[config.mk]
export PLATFORM = sky130hd
export DESIGN_NAME = sbtc_top
export DESIGN_NICKNAME = d
export VERILOG_FILES = /design/src/sbtc_pkg.sv /design/src/sbtc_stream_if.sv /design/src/sbtc_sync.sv /design/src/sbtc_fifo.sv /design/src/sbtc_top.sv
export SDC_FILE = /design/constraint.sdc
export NUM_CORES = 1
export LEC_CHECK = 0
export ABC_AREA = 0
export BUFFER_PORTS_ARGS = -buffer_cell sky130_fd_sc_hd__buf_2
export CAP_MARGIN = 10
export CORE_ASPECT_RATIO = 0.5
export CORE_MARGIN = 3
export CORE_UTILIZATION = 59
export DETAILED_ROUTE_END_ITERATION = 10
export PLACE_DENSITY = 0.82
export SLEW_MARGIN = 20
export SYNTH_ARGS = -nofsm -noshare
export SYNTH_HDL_FRONTEND = slang
export SYNTH_SLANG_ARGS = --single-unit
[constraint.sdc]
create_clock -name core_clk_i -period 4.15 [get_ports core_clk_i]
set_input_delay 0.83 -clock core_clk_i [delete_from_list [all_inputs] [get_ports core_clk_i]]
set_output_delay 0.83 -clock core_clk_i [all_outputs]
set_load 0.02 [all_outputs]
[src/sbtc_pkg.sv]
/*
 Constants for the two-wire bus timing and configuration block: register
 offset, field positions, reset value and bit-timing counts.
 Assumes a single system clock; timer overflows arrive as one-cycle pulses.
*/
package sbtc_pkg;
   localparam int ADDR_W = 8;
   localparam int CFG_W = 8;
   localparam int BYTE_W = 8;
   localparam logic [ADDR_W-1:0] CFG_ADDR = 8'hC1;
   localparam logic [CFG_W-1:0] CFG_RESET = 8'h00;
   localparam int BIT_EN = 7;
   localparam int BIT_INH = 6;
   localparam int BIT_BUSY = 5;
   localparam int BIT_SDA_HOLD_EXTEND = 4;
   localparam int BIT_TOE = 3;
   localparam int BIT_FTE = 2;
   localparam int BIT_CS_HI = 1;
   localparam int BIT_CS_LO = 0;
   // Busy is hardware owned; software writes to it are dropped
   localparam logic [CFG_W-1:0] CFG_WR_MASK = 8'hDF;
   localparam logic [1:0] CS_T0 = 2'h0;
   localparam logic [1:0] CS_T1 = 2'h1;
   localparam logic [1:0] CS_T2H = 2'h2;
   localparam logic [1:0] CS_T2L = 2'h3;
   // Phase lengths in clock-source overflow periods
   localparam logic [1:0] LOW_TICKS = 2'h1;
   localparam logic [1:0] HIGH_TICKS = 2'h2;
   localparam logic [1:0] START_TICKS = 2'h1;
   localparam logic [1:0] STOP_TICKS = 2'h1;
   localparam logic [3:0] FREE_TICKS = 4'hA;
   // SDA hold and setup in system clocks
   localparam logic [3:0] HOLD_STD = 4'h3;
   localparam logic [3:0] HOLD_EXT = 4'hC;
   localparam logic [3:0] SETUP_STD = 4'h1;
   localparam logic [3:0] SETUP_EXT = 4'hB;
   localparam logic [3:0] ACK_BIT = 4'h8;
endpackage

[src/sbtc_stream_if.sv]
/*
 Valid/ready byte stream between the block's own modules.
 Assumes both ends run on the same clock.
*/
`timescale 1ns/1ns
`default_nettype none
interface sbtc_stream_if #(parameter int W = 8) ();
   logic valid;
   logic ready;
   logic [W-1:0] data;
   modport src(output valid, output data, input ready);
   modport snk(input valid, input data, output ready);
endinterface
`default_nettype wire

[src/sbtc_sync.sv]
/*
 Two-flop synchroniser for a group of asynchronous levels.
 Assumes the levels change slowly against the clock.
*/
`timescale 1ns/1ns
`default_nettype none
module sbtc_sync #(parameter int W = 2) (
   input wire logic core_clk_i,
   input wire logic sys_rst_i,
   input wire logic [W-1:0] async_i,
   output logic [W-1:0] sync_o
);
   logic [W-1:0] meta_q;
   // Idle bus level is high, so reset to ones
   always_ff @(posedge core_clk_i) begin
      if (sys_rst_i) begin
         meta_q <= '1;
         sync_o <= '1;
      end else begin
         meta_q <= async_i;
         sync_o <= meta_q;
      end
   end
endmodule
`default_nettype wire

[src/sbtc_fifo.sv]
/*
 Synchronous FIFO with valid/ready on both sides.
 Assumes DEPTH is a power of two.
*/
`timescale 1ns/1ns
`default_nettype none
module sbtc_fifo #(parameter int W = 8, parameter int DEPTH = 8) (
   input wire logic core_clk_i,
   input wire logic sys_rst_i,
   sbtc_stream_if.snk in_s,
   sbtc_stream_if.src out_s
);
   localparam int AW = $clog2(DEPTH);
   localparam logic [AW:0] FULL_CNT = (AW+1)'(DEPTH);
   logic [W-1:0] mem [DEPTH];
   logic [AW-1:0] wp_q;
   logic [AW-1:0] rp_q;
   logic [AW:0] cnt_q;
   logic push;
   logic pop;

   assign in_s.ready = (cnt_q != FULL_CNT);
   assign out_s.valid = (cnt_q != '0);
   assign out_s.data = mem[rp_q];
   assign push = in_s.valid && in_s.ready;
   assign pop = out_s.valid && out_s.ready;

   always_ff @(posedge core_clk_i) begin
      if (push) begin
         mem[wp_q] <= in_s.data;
      end
   end

   always_ff @(posedge core_clk_i) begin
      if (sys_rst_i) begin
         wp_q <= '0;
         rp_q <= '0;
         cnt_q <= '0;
      end else begin
         if (push) begin
            wp_q <= wp_q + 1'b1;
         end
         if (pop) begin
            rp_q <= rp_q + 1'b1;
         end
         if (push && !pop) begin
            cnt_q <= cnt_q + 1'b1;
         end else if (pop && !push) begin
            cnt_q <= cnt_q - 1'b1;
         end
      end
   end
endmodule
`default_nettype wire

[src/sbtc_top.sv]
/*
 Two-wire bus timing block: configuration register, master SCL/SDA
 generation from a selected timer overflow, setup/hold control, START/STOP
 and busy tracking, bus-free timeout and SCL-low timer gating.
 Assumes timer overflows and slave events are pulses on core_clk_i, and the
 pins are open drain with pull-ups outside.
*/
`timescale 1ns/1ns
`default_nettype none
module sbtc_top #(parameter int FIFO_DEPTH = 8) (
   input wire logic core_clk_i,
   input wire logic sys_rst_i,
   input wire logic [sbtc_pkg::ADDR_W-1:0] sfr_addr_i,
   input wire logic sfr_wr_i,
   input wire logic sfr_rd_i,
   input wire logic [sbtc_pkg::CFG_W-1:0] sfr_wdata_i,
   output logic [sbtc_pkg::CFG_W-1:0] sfr_rdata_o,
   input wire logic scl_i,
   input wire logic sda_i,
   output logic scl_o,
   output logic scl_oe_o,
   output logic sda_o,
   output logic sda_oe_o,
   input wire logic t0_ovf_i,
   input wire logic t1_ovf_i,
   input wire logic t2h_ovf_i,
   input wire logic t2l_ovf_i,
   input wire logic t3_split_i,
   output logic t3_reload_hi_o,
   output logic t3_reload_lo_o,
   output logic t3_count_en_o,
   input wire logic [sbtc_pkg::BYTE_W-1:0] tx_data_i,
   input wire logic tx_valid_i,
   output logic tx_ready_o,
   input wire logic slave_event_i,
   output logic irq_o
);
   import sbtc_pkg::*;

   typedef enum logic [4:0] {
      ST_IDLE = 5'h01,
      ST_START = 5'h02,
      ST_LOW = 5'h04,
      ST_HIGH = 5'h08,
      ST_STOP = 5'h10
   } sbtc_state_t;

   sbtc_state_t state_q;
   logic [CFG_W-1:0] cfg_q;
   logic busy_q;
   logic inh_eff_q;
   logic [1:0] lines_s;
   logic scl_s;
   logic sda_s;
   logic scl_p_q;
   logic sda_p_q;
   logic tick;
   logic start_det;
   logic stop_det;
   logic free_det;
   logic [3:0] free_cnt_q;
   logic scl_drv_q;
   logic sda_drv_q;
   logic [BYTE_W-1:0] shreg_q;
   logic [3:0] bit_cnt_q;
   logic [1:0] ph_ticks_q;
   logic [1:0] ph_inc;
   logic [3:0] hold_cnt_q;
   logic [3:0] setup_cnt_q;
   logic upd_q;
   logic stop_q;
   logic hi_seen_q;
   logic [3:0] hold_lim;
   logic [3:0] setup_lim;
   logic sda_next;
   logic start_go;
   logic high_end;
   logic low_end;
   logic pop;
   logic cfg_en;
   logic cfg_inh;
   logic cfg_ext;
   logic cfg_toe;
   logic cfg_fte;
   logic [1:0] cfg_cs;

   sbtc_stream_if #(.W(BYTE_W)) tx_if ();
   sbtc_stream_if #(.W(BYTE_W)) eng_if ();

   assign tx_if.valid = tx_valid_i;
   assign tx_if.data = tx_data_i;
   assign tx_ready_o = tx_if.ready;
   assign eng_if.ready = pop;

   sbtc_fifo #(.W(BYTE_W), .DEPTH(FIFO_DEPTH)) u_fifo (
      .core_clk_i(core_clk_i),
      .sys_rst_i(sys_rst_i),
      .in_s(tx_if),
      .out_s(eng_if)
   );

   sbtc_sync #(.W(2)) u_sync (
      .core_clk_i(core_clk_i),
      .sys_rst_i(sys_rst_i),
      .async_i({scl_i, sda_i}),
      .sync_o(lines_s)
   );

   assign scl_s = lines_s[1];
   assign sda_s = lines_s[0];

   assign cfg_en = cfg_q[BIT_EN];
   assign cfg_inh = cfg_q[BIT_INH];
   assign cfg_ext = cfg_q[BIT_SDA_HOLD_EXTEND];
   assign cfg_toe = cfg_q[BIT_TOE];
   assign cfg_fte = cfg_q[BIT_FTE];
   assign cfg_cs = cfg_q[BIT_CS_HI:BIT_CS_LO];

   // Open drain: the pin is only ever pulled low
   assign scl_o = 1'b0;
   assign sda_o = 1'b0;
   assign scl_oe_o = scl_drv_q;
   assign sda_oe_o = sda_drv_q;

   always_comb begin
      case (cfg_cs)
         CS_T0: tick = t0_ovf_i;
         CS_T1: tick = t1_ovf_i;
         CS_T2H: tick = t2h_ovf_i;
         CS_T2L: tick = t2l_ovf_i;
         default: tick = 1'b0;
      endcase
   end

   always_ff @(posedge core_clk_i) begin
      if (sys_rst_i) begin
         cfg_q <= CFG_RESET;
      end else if (sfr_wr_i && sfr_addr_i == CFG_ADDR) begin
         cfg_q <= sfr_wdata_i & CFG_WR_MASK;
      end
   end

   // Read data holds until the next read; unmapped reads return zero
   always_ff @(posedge core_clk_i) begin
      if (sys_rst_i) begin
         sfr_rdata_o <= '0;
      end else if (sfr_rd_i) begin
         if (sfr_addr_i == CFG_ADDR) begin
            sfr_rdata_o <= (cfg_q & CFG_WR_MASK) | (CFG_W'(busy_q) << BIT_BUSY);
         end else begin
            sfr_rdata_o <= '0;
         end
      end
   end

   always_ff @(posedge core_clk_i) begin
      if (sys_rst_i) begin
         scl_p_q <= 1'b1;
         sda_p_q <= 1'b1;
      end else begin
         scl_p_q <= scl_s;
         sda_p_q <= sda_s;
      end
   end

   assign start_det = cfg_en && scl_s && scl_p_q && sda_p_q && !sda_s;
   assign stop_det = cfg_en && scl_s && scl_p_q && !sda_p_q && sda_s;

   assign free_det = cfg_en && cfg_fte && scl_s && sda_s && tick && (free_cnt_q == FREE_TICKS);

   always_ff @(posedge core_clk_i) begin
      if (sys_rst_i) begin
         free_cnt_q <= '0;
      end else if (!cfg_en || !cfg_fte || !scl_s || !sda_s) begin
         free_cnt_q <= '0;
      end else if (tick && free_cnt_q <= FREE_TICKS) begin
         free_cnt_q <= free_cnt_q + 4'h1;
      end
   end

   always_ff @(posedge core_clk_i) begin
      if (sys_rst_i) begin
         busy_q <= 1'b0;
      end else if (!cfg_en) begin
         busy_q <= 1'b0;
      end else if (start_det) begin
         busy_q <= 1'b1;
      end else if (stop_det || free_det) begin
         busy_q <= 1'b0;
      end
   end

   // inhibit takes hold at once while the bus is not busy, otherwise at the next START or once busy clears
   always_ff @(posedge core_clk_i) begin
      if (sys_rst_i) begin
         inh_eff_q <= 1'b0;
      end else if (start_det || !busy_q) begin
         inh_eff_q <= cfg_inh;
      end
   end

   always_ff @(posedge core_clk_i) begin
      if (sys_rst_i) begin
         irq_o <= 1'b0;
      end else begin
         irq_o <= cfg_en && (start_go || (slave_event_i && !inh_eff_q));
      end
   end

   always_ff @(posedge core_clk_i) begin
      if (sys_rst_i) begin
         t3_reload_hi_o <= 1'b0;
         t3_reload_lo_o <= 1'b0;
         t3_count_en_o <= 1'b0;
      end else begin
         t3_reload_hi_o <= cfg_en && cfg_toe && scl_s;
         t3_reload_lo_o <= cfg_en && cfg_toe && scl_s && !t3_split_i;
         t3_count_en_o <= cfg_en && cfg_toe && !scl_s;
      end
   end

   assign hold_lim = cfg_ext ? HOLD_EXT : HOLD_STD;
   assign setup_lim = cfg_ext ? SETUP_EXT : SETUP_STD;

   assign sda_next = stop_q ? 1'b1 : ((bit_cnt_q == ACK_BIT) ? 1'b0 : !shreg_q[BYTE_W-1]);
   assign ph_inc = (ph_ticks_q == 2'h3) ? ph_ticks_q : ph_ticks_q + 2'h1;

   // Master only starts on an idle bus seen through the synchroniser
   assign start_go = cfg_en && (state_q == ST_IDLE) && eng_if.valid && !busy_q && scl_s && sda_s;

   // high phase ends early if SCL pulled low
   assign high_end = (state_q == ST_HIGH) && (ph_ticks_q >= HIGH_TICKS || (hi_seen_q && !scl_s));

   assign low_end = (state_q == ST_LOW) && upd_q && setup_cnt_q >= setup_lim &&
                    ph_ticks_q >= LOW_TICKS;

   assign pop = start_go || (cfg_en && high_end && bit_cnt_q == ACK_BIT && eng_if.valid);

   always_ff @(posedge core_clk_i) begin
      if (sys_rst_i || !cfg_en) begin
         state_q <= ST_IDLE;
         scl_drv_q <= 1'b0;
         sda_drv_q <= 1'b0;
         shreg_q <= '0;
         bit_cnt_q <= '0;
         ph_ticks_q <= '0;
         hold_cnt_q <= '0;
         setup_cnt_q <= '0;
         upd_q <= 1'b0;
         stop_q <= 1'b0;
         hi_seen_q <= 1'b0;
      end else begin
         case (state_q)
            ST_IDLE: begin
               if (start_go) begin
                  state_q <= ST_START;
                  sda_drv_q <= 1'b1;
                  shreg_q <= eng_if.data;
                  bit_cnt_q <= '0;
                  ph_ticks_q <= '0;
                  stop_q <= 1'b0;
               end
            end
            ST_START: begin
               if (tick && scl_s) begin
                  ph_ticks_q <= ph_inc;
               end
               if (ph_ticks_q >= START_TICKS) begin
                  state_q <= ST_LOW;
                  scl_drv_q <= 1'b1;
                  ph_ticks_q <= '0;
                  hold_cnt_q <= '0;
                  upd_q <= 1'b0;
               end
            end
            ST_LOW: begin
               if (tick) begin
                  ph_ticks_q <= ph_inc;
               end
               if (!scl_s && !upd_q && hold_cnt_q < hold_lim) begin
                  hold_cnt_q <= hold_cnt_q + 4'h1;
               end
               if (!upd_q && hold_cnt_q >= hold_lim) begin
                  upd_q <= 1'b1;
                  setup_cnt_q <= '0;
                  sda_drv_q <= sda_next;
               end
               if (upd_q && setup_cnt_q < setup_lim) begin
                  setup_cnt_q <= setup_cnt_q + 4'h1;
               end
               if (low_end) begin
                  scl_drv_q <= 1'b0;
                  ph_ticks_q <= '0;
                  hi_seen_q <= 1'b0;
                  state_q <= stop_q ? ST_STOP : ST_HIGH;
               end
            end
            ST_HIGH: begin
               if (scl_s) begin
                  hi_seen_q <= 1'b1;
               end
               if (tick && scl_s) begin
                  ph_ticks_q <= ph_inc;
               end
               if (high_end) begin
                  scl_drv_q <= 1'b1;
                  ph_ticks_q <= '0;
                  hold_cnt_q <= '0;
                  upd_q <= 1'b0;
                  state_q <= ST_LOW;
                  if (bit_cnt_q == ACK_BIT) begin
                     // Acknowledge value is not judged here; an empty FIFO ends the frame
                     if (eng_if.valid) begin
                        shreg_q <= eng_if.data;
                        bit_cnt_q <= '0;
                     end else begin
                        stop_q <= 1'b1;
                     end
                  end else begin
                     bit_cnt_q <= bit_cnt_q + 4'h1;
                     shreg_q <= {shreg_q[BYTE_W-2:0], 1'b0};
                  end
               end
            end
            ST_STOP: begin
               if (tick && scl_s) begin
                  ph_ticks_q <= ph_inc;
               end
               if (ph_ticks_q >= STOP_TICKS) begin
                  sda_drv_q <= 1'b0;
                  stop_q <= 1'b0;
                  state_q <= ST_IDLE;
               end
            end
            default: begin
               state_q <= ST_IDLE;
               scl_drv_q <= 1'b0;
               sda_drv_q <= 1'b0;
            end
         endcase
      end
   end
endmodule
`default_nettype wire

### After elaboration in Yosys (flattened, before gate mapping)

Memories as Yosys holds them, arrays and structs flattened. A register that Yosys moved wholly into a read port is not among the register bits.
Index checks and enable logic that the tools add are counted.

* bits in registers: 73
* latch bits: 0
* RAM bits: 64
* ROM bits: 0
* input bits: 37
* output and inout port bits: 17
* logic and storage cells: 222
* memories: 1

Memories
* u_fifo.mem: words 8, bits a word 8, read ports 1, clocked after memory_dff 1, write ports 1, line sbtc_fifo.sv:15 `logic [W-1:0] mem [DEPTH];`

* add/sub/neg operators: 9
* multipliers: 0
* divide/modulo/power cells: 0
* $lt $le $gt $ge: 7
* equality and inequality tests: 25
* shifts and indexed selects: 0
* muxes and demuxes: 63
* bitwise logic cells: 4
* reductions and logical operators: 86

Operators by type and width (number)
* $mux W4: 13
* $logic_and A1 B1 Y1: 41
* $mux W8: 5
* $mux W5: 6
* $pmux W5 S5: 1
* $add A4 B1 Y4 const B: 5
* $reduce_and A4 Y1: 5
* $mux W1: 19
* $pmux W8 S2: 1
* $mux W2: 7
* $logic_not A1 Y1: 12
* $ne A2 B2 Y1 const B: 6
* $pmux W1 S4: 3
* $pmux W4 S3: 1
* $pmux W2 S5: 1
* $reduce_bool A2 Y1: 5
* $logic_or A1 B1 Y1: 9
* $eq A4 B4 Y1 const B: 2
* $eq A8 B8 Y1 const B: 1
* $ge A4 B4 Y1: 2
* $lt A4 B4 Y1: 2
* $ne A2 B1 Y1 const B: 4
* $or A8 B6 Y8: 1
* $pmux W4 S2: 1
* 28 further kinds: 41

### Logic depth before layout (Yosys ltp)

* depth after elaboration: 12
* gate-level depth with buffers: 14
* depth with buffers taken out: 14

### Cells and area by module

A second synthesis with hierarchy kept.

* cells, all modules: 528
* area, all modules: 6206.0 µm²

Modules (own cells, without submodules)
* sbtc_fifo: times used 1, cells each 166, area each 3116.7 µm², sequential area each 2182.1 µm²
* sbtc_top: times used 1, cells each 354, area each 2984.1 µm², sequential area each 1181.1 µm²
* sbtc_sync: times used 1, cells each 8, area each 105.1 µm², sequential area each 80.1 µm²

### Worst setup path before layout

OpenSTA, ideal clock, no wires.

* kind: register to register
* from: reg state_q[1]
* to: reg u_fifo.cnt_q[3]
* library setup time: 0.070 ns
* arrival time: 2.815 ns
* required time: 4.080 ns
* slack: 1.264 ns
* stages on the path, launching flop included: 13
* buffers on the path: 0
* period minus slack after synthesis: 2.886 ns
* cell sequence: dfxtp_1 or4b_4 nor4_4 o21a_2 inv_1 ha_1 inv_1 ha_1 a21o_1 a21oi_1 xnor2_1 or3_1 a21oi_1

* cells in the longest elaborated chain, start to end: 11
* elaborated cells between the ends (all ways): 18
* those cells by class: eq/ne: 2; mux: 1; reduce/logical: 15

Ends and longest elaborated chain
* from (decl): line sbtc_top.sv:48 `sbtc_state_t state_q;`
* from (signal assigned): line sbtc_top.sv:295 `state_q <= stop_q ? ST_STOP : ST_HIGH;`
* $eq A5 B1 Y1: line sbtc_top.sv:229 `assign start_go = cfg_en && (state_q == ST_IDLE) && eng_if.valid && !busy_q && scl_s && sda_s;`
* $logic_and A1 B1 Y1 (5 in series): line sbtc_top.sv:229
* $logic_or A1 B1 Y1 (*): line sbtc_top.sv:237 `assign pop = start_go || (cfg_en && high_end && bit_cnt_q == ACK_BIT && eng_if.valid);`
* $logic_and A1 B1 Y1 (*): line sbtc_fifo.sv:26 `assign pop = out_s.valid && out_s.ready;`
* $logic_not A1 Y1: line sbtc_fifo.sv:46 `if (push && !pop) begin`
* $logic_and A1 B1 Y1: line sbtc_fifo.sv:46
* $mux W4 or $reduce_bool A2 Y1 (tied branches)
* to (signal assigned): line sbtc_fifo.sv:47 `cnt_q <= cnt_q + 1'b1;`
* to (signal assigned): line sbtc_fifo.sv:49 `cnt_q <= cnt_q - 1'b1;`
* to (decl): line sbtc_fifo.sv:18 `logic [AW:0] cnt_q;`

Every way passes the cells marked *; elsewhere a longest branch is shown, timed or not.
A chain may end at the register's enable or synchronous reset.

### Worst setup path in the final report

Same ends and word-level chain as after synthesis.

==> out/results.ini <==
[run_status]
status=finished, final reports clean

[setup_path]
reg2reg_slack_ps=1050
critPathRequiredTime_ps=4500
critPathKind=flop to flop
critPathArrivalTime_ps=3450
rr_startpoint=state_q[1]
r2r_end=u_fifo.cnt_q[3]
r2r_cells=12
crit_fanout=7
cp-start-kind=flop
endpoint_kind=flop

[clock_tree]
ctsHtreeMaxLevel=4
post_cts_buffers=0
cts_tree=done
numCtsBuffers=17
clk_latency_ps=420
root_buffer=clkbuf_16
cts.clk_slew.worst_paths_ps=60
ctsResizeCount=0
clk_path_buf_depth=2
holdBufCountCts=0
cts.sinks=140

[placed_design]
dp_cells=698
place_hpwl_um=7936
place_congestion=0.8122
port_buffers=50

[pwr]
ir_drop_mv=0.3330
power.leakage_nw=2.555
power_density_nw_per_um2=458.1

[global_route]
antenna_found_initial=0
grt_overflow=0
grtUsageTotal=0.2229
grt_pass1_wl_um=20130
grt_pass1_vias=4224
grt_start_max_net_pins=37

[synth]
yosys_register_bits=140
seq_area_frac_synth=0.5651
synth_cell_type_count=67
synth_common_cells=dfxtp_1, edfxtp_1, nand2_1
ys_warn_count=0
synthCells=527
synthArstFlopShare=0
synth_area_um2=6093
synth_top_cell_by_area=edfxtp_1
yosysMostFrequentCell=dfxtp_1
yosys_most_used_dff=dfxtp_1
synth-edff-count=64
synth_top_area_frac=0.3154
avgSynthCellArea_um2=11.56
synth.area.top_cells=edfxtp_1, dfxtp_1, mux4_2

[sta]
skew_ps=7.841
fmax_ghz=0.3227
rsz0062_at_grt=false
period_needed_ps=3098
finalSetupViolations=0
period_share=0.7466
slew_headroom=0.3846
final_max_slew_viol_count=0
fin_tns_setup_ps=0
hold_viol=0
tightest_slew_ps=919.7

[cells_and_area]
diodes=0
fillers=669
final_nets=637
syn_to_final_growth_pct=15.95
final_cells=730
drive_gt1_frac=0.2202

[die]
coreArea_um2=9728
die_w_um=149.7
dieArea_um2=11660
placementRows=25
fp.dieH_um=77.86
initial_utilization=0.6264
io_pins=54

[detailed_routing]
wl_um=12400
avgViaCountPerCell=5.886
vias=4297
ant_nets=0
drc=0
wl_per_cell_um=16.99
first_iter_violations=291
dr.pass1.iters=5

[hold_path]
hold_path_class=flop to flop
hold_depth=1
hp-start=u_sync.meta_q[0]
worstHoldEndpoint=u_sync.sync_o[0]

[flow_run]
cap_violations=0

[power breakdown]
| part | switching [mW] | internal, mW | total [mW] | leakage [nW] |
|---|---|---|---|---|
| clock | 0.652 | 0.859 | 1.51 | 0.291 |
| combinational | 0.115 | 0.0915 | 0.207 | 1.07 |
| sequential | 0.0308 | 1.49 | 1.52 | 1.20 |
[critical path, stage by stage (launching register included)]
cell	delay [ps]
dfxtp_1	380
or4b_4	600
nor4_4	300
o21a_2	240
inv_1	50
ha_1	210
inv_1	110
ha_1	240
a21o_1	170
a21oi_1	170
xnor2_1	100
or3_1	300
a21oi_1	130
[cell type report]
type	count	area, µm²	area share
clock buffer	17	425.4	0.06021
clock inverter	15	171.4	0.02426
tap	135	168.9	0.02391
inverter	8	30.03	0.004250
multi-input combinational	357	2515	0.3559
timing repair buffer	58	310.3	0.04392
sequential	140	3445	0.4875
[placed cells by master (no fill, tap or decap), types with 3 or more instances in the layout]
master and n:
a211oi_1 3, a21oi_1 39, a31oi_1 3, and3_1 6, and4b_1 4, buf_2 50
buf_4 8, clkbuf_16 17, clkinv_4 3, dfxtp_1 75, edfxtp_1 64, ha_1 17
inv_1 8, inv_6 4, inv_8 5, mux2i_1 11, mux4_2 17, nand2_1 49
nand2b_1 16, nand3_1 26, nand4_1 3, nor2_1 45, nor2b_1 9, nor3_1 8
nor4_1 4, o21a_1 3, o21ai_0 17, o22ai_1 8, or2_2 8, xnor2_1 10
xor2_1 6
[cell families after synthesis]
family,after synthesis,share of synthesized area
compound gates,97,0.09980
xor+xnor,16,0.02300
fa+ha+maj,18,0.03819
buf+inv,31,0.02279
flops,140,0.5651
mux,29,0.08275
other cells,1,0.0006154
simple gates,195,0.1678
[flip-flops by register name, indices dropped and copies added, names as in the netlist, 4 cells and up, named ones only]
register and flops:
bit_cnt_q 4, cfg_q 7, free_cnt_q 4, hold_cnt_q 4, setup_cnt_q 4, sfr_rdata_o 8, shreg_q 8, state_q 5
u_fifo.cnt_q 4, u_fifo.mem 64
[stage by stage]
stage / util / hold slack, ps / power [mW] / cell area [µm²] / setup slack, ps
floorplan: - / 389.5 / 1.683 / 6097 / 1264
global placement: 0.6648 / 403.0 / 1.745 / 6467 / 1128
detailed placement: 0.6648 / 404.4 / 1.754 / 6467 / 1059
CTS: 0.7262 / 422.1 / 3.253 / 7064 / 1053
global route: 0.7263 / 437.7 / 3.336 / 7066 / 873.2
finish: 0.7263 / 422.9 / 3.236 / 7066 / 1052
[worst max-delay path by stage]
stage / slack (ps) / end / cells after the start / from
after floorplan: 1260 / u_fifo.cnt_q[3] / 12 / state_q[1]
after global placement: 1130 / u_fifo.cnt_q[3] / 12 / state_q[1]
after detailed placement: 1060 / u_fifo.cnt_q[3] / 12 / state_q[1]
after CTS: 1050 / u_fifo.cnt_q[3] / 12 / state_q[1]
after global routing: 870 / u_fifo.cnt_q[3] / 12 / state_q[1]
final: 1050 / u_fifo.cnt_q[3] / 12 / state_q[1]
[routing by layer]
layer  wire (µm)  track usage
met1        5485       0.2757
met5           0            0
met2        5794       0.3658
met4         414       0.1141
met3         708      0.05601
No activity file was read; power rests on OpenSTA's default activity.
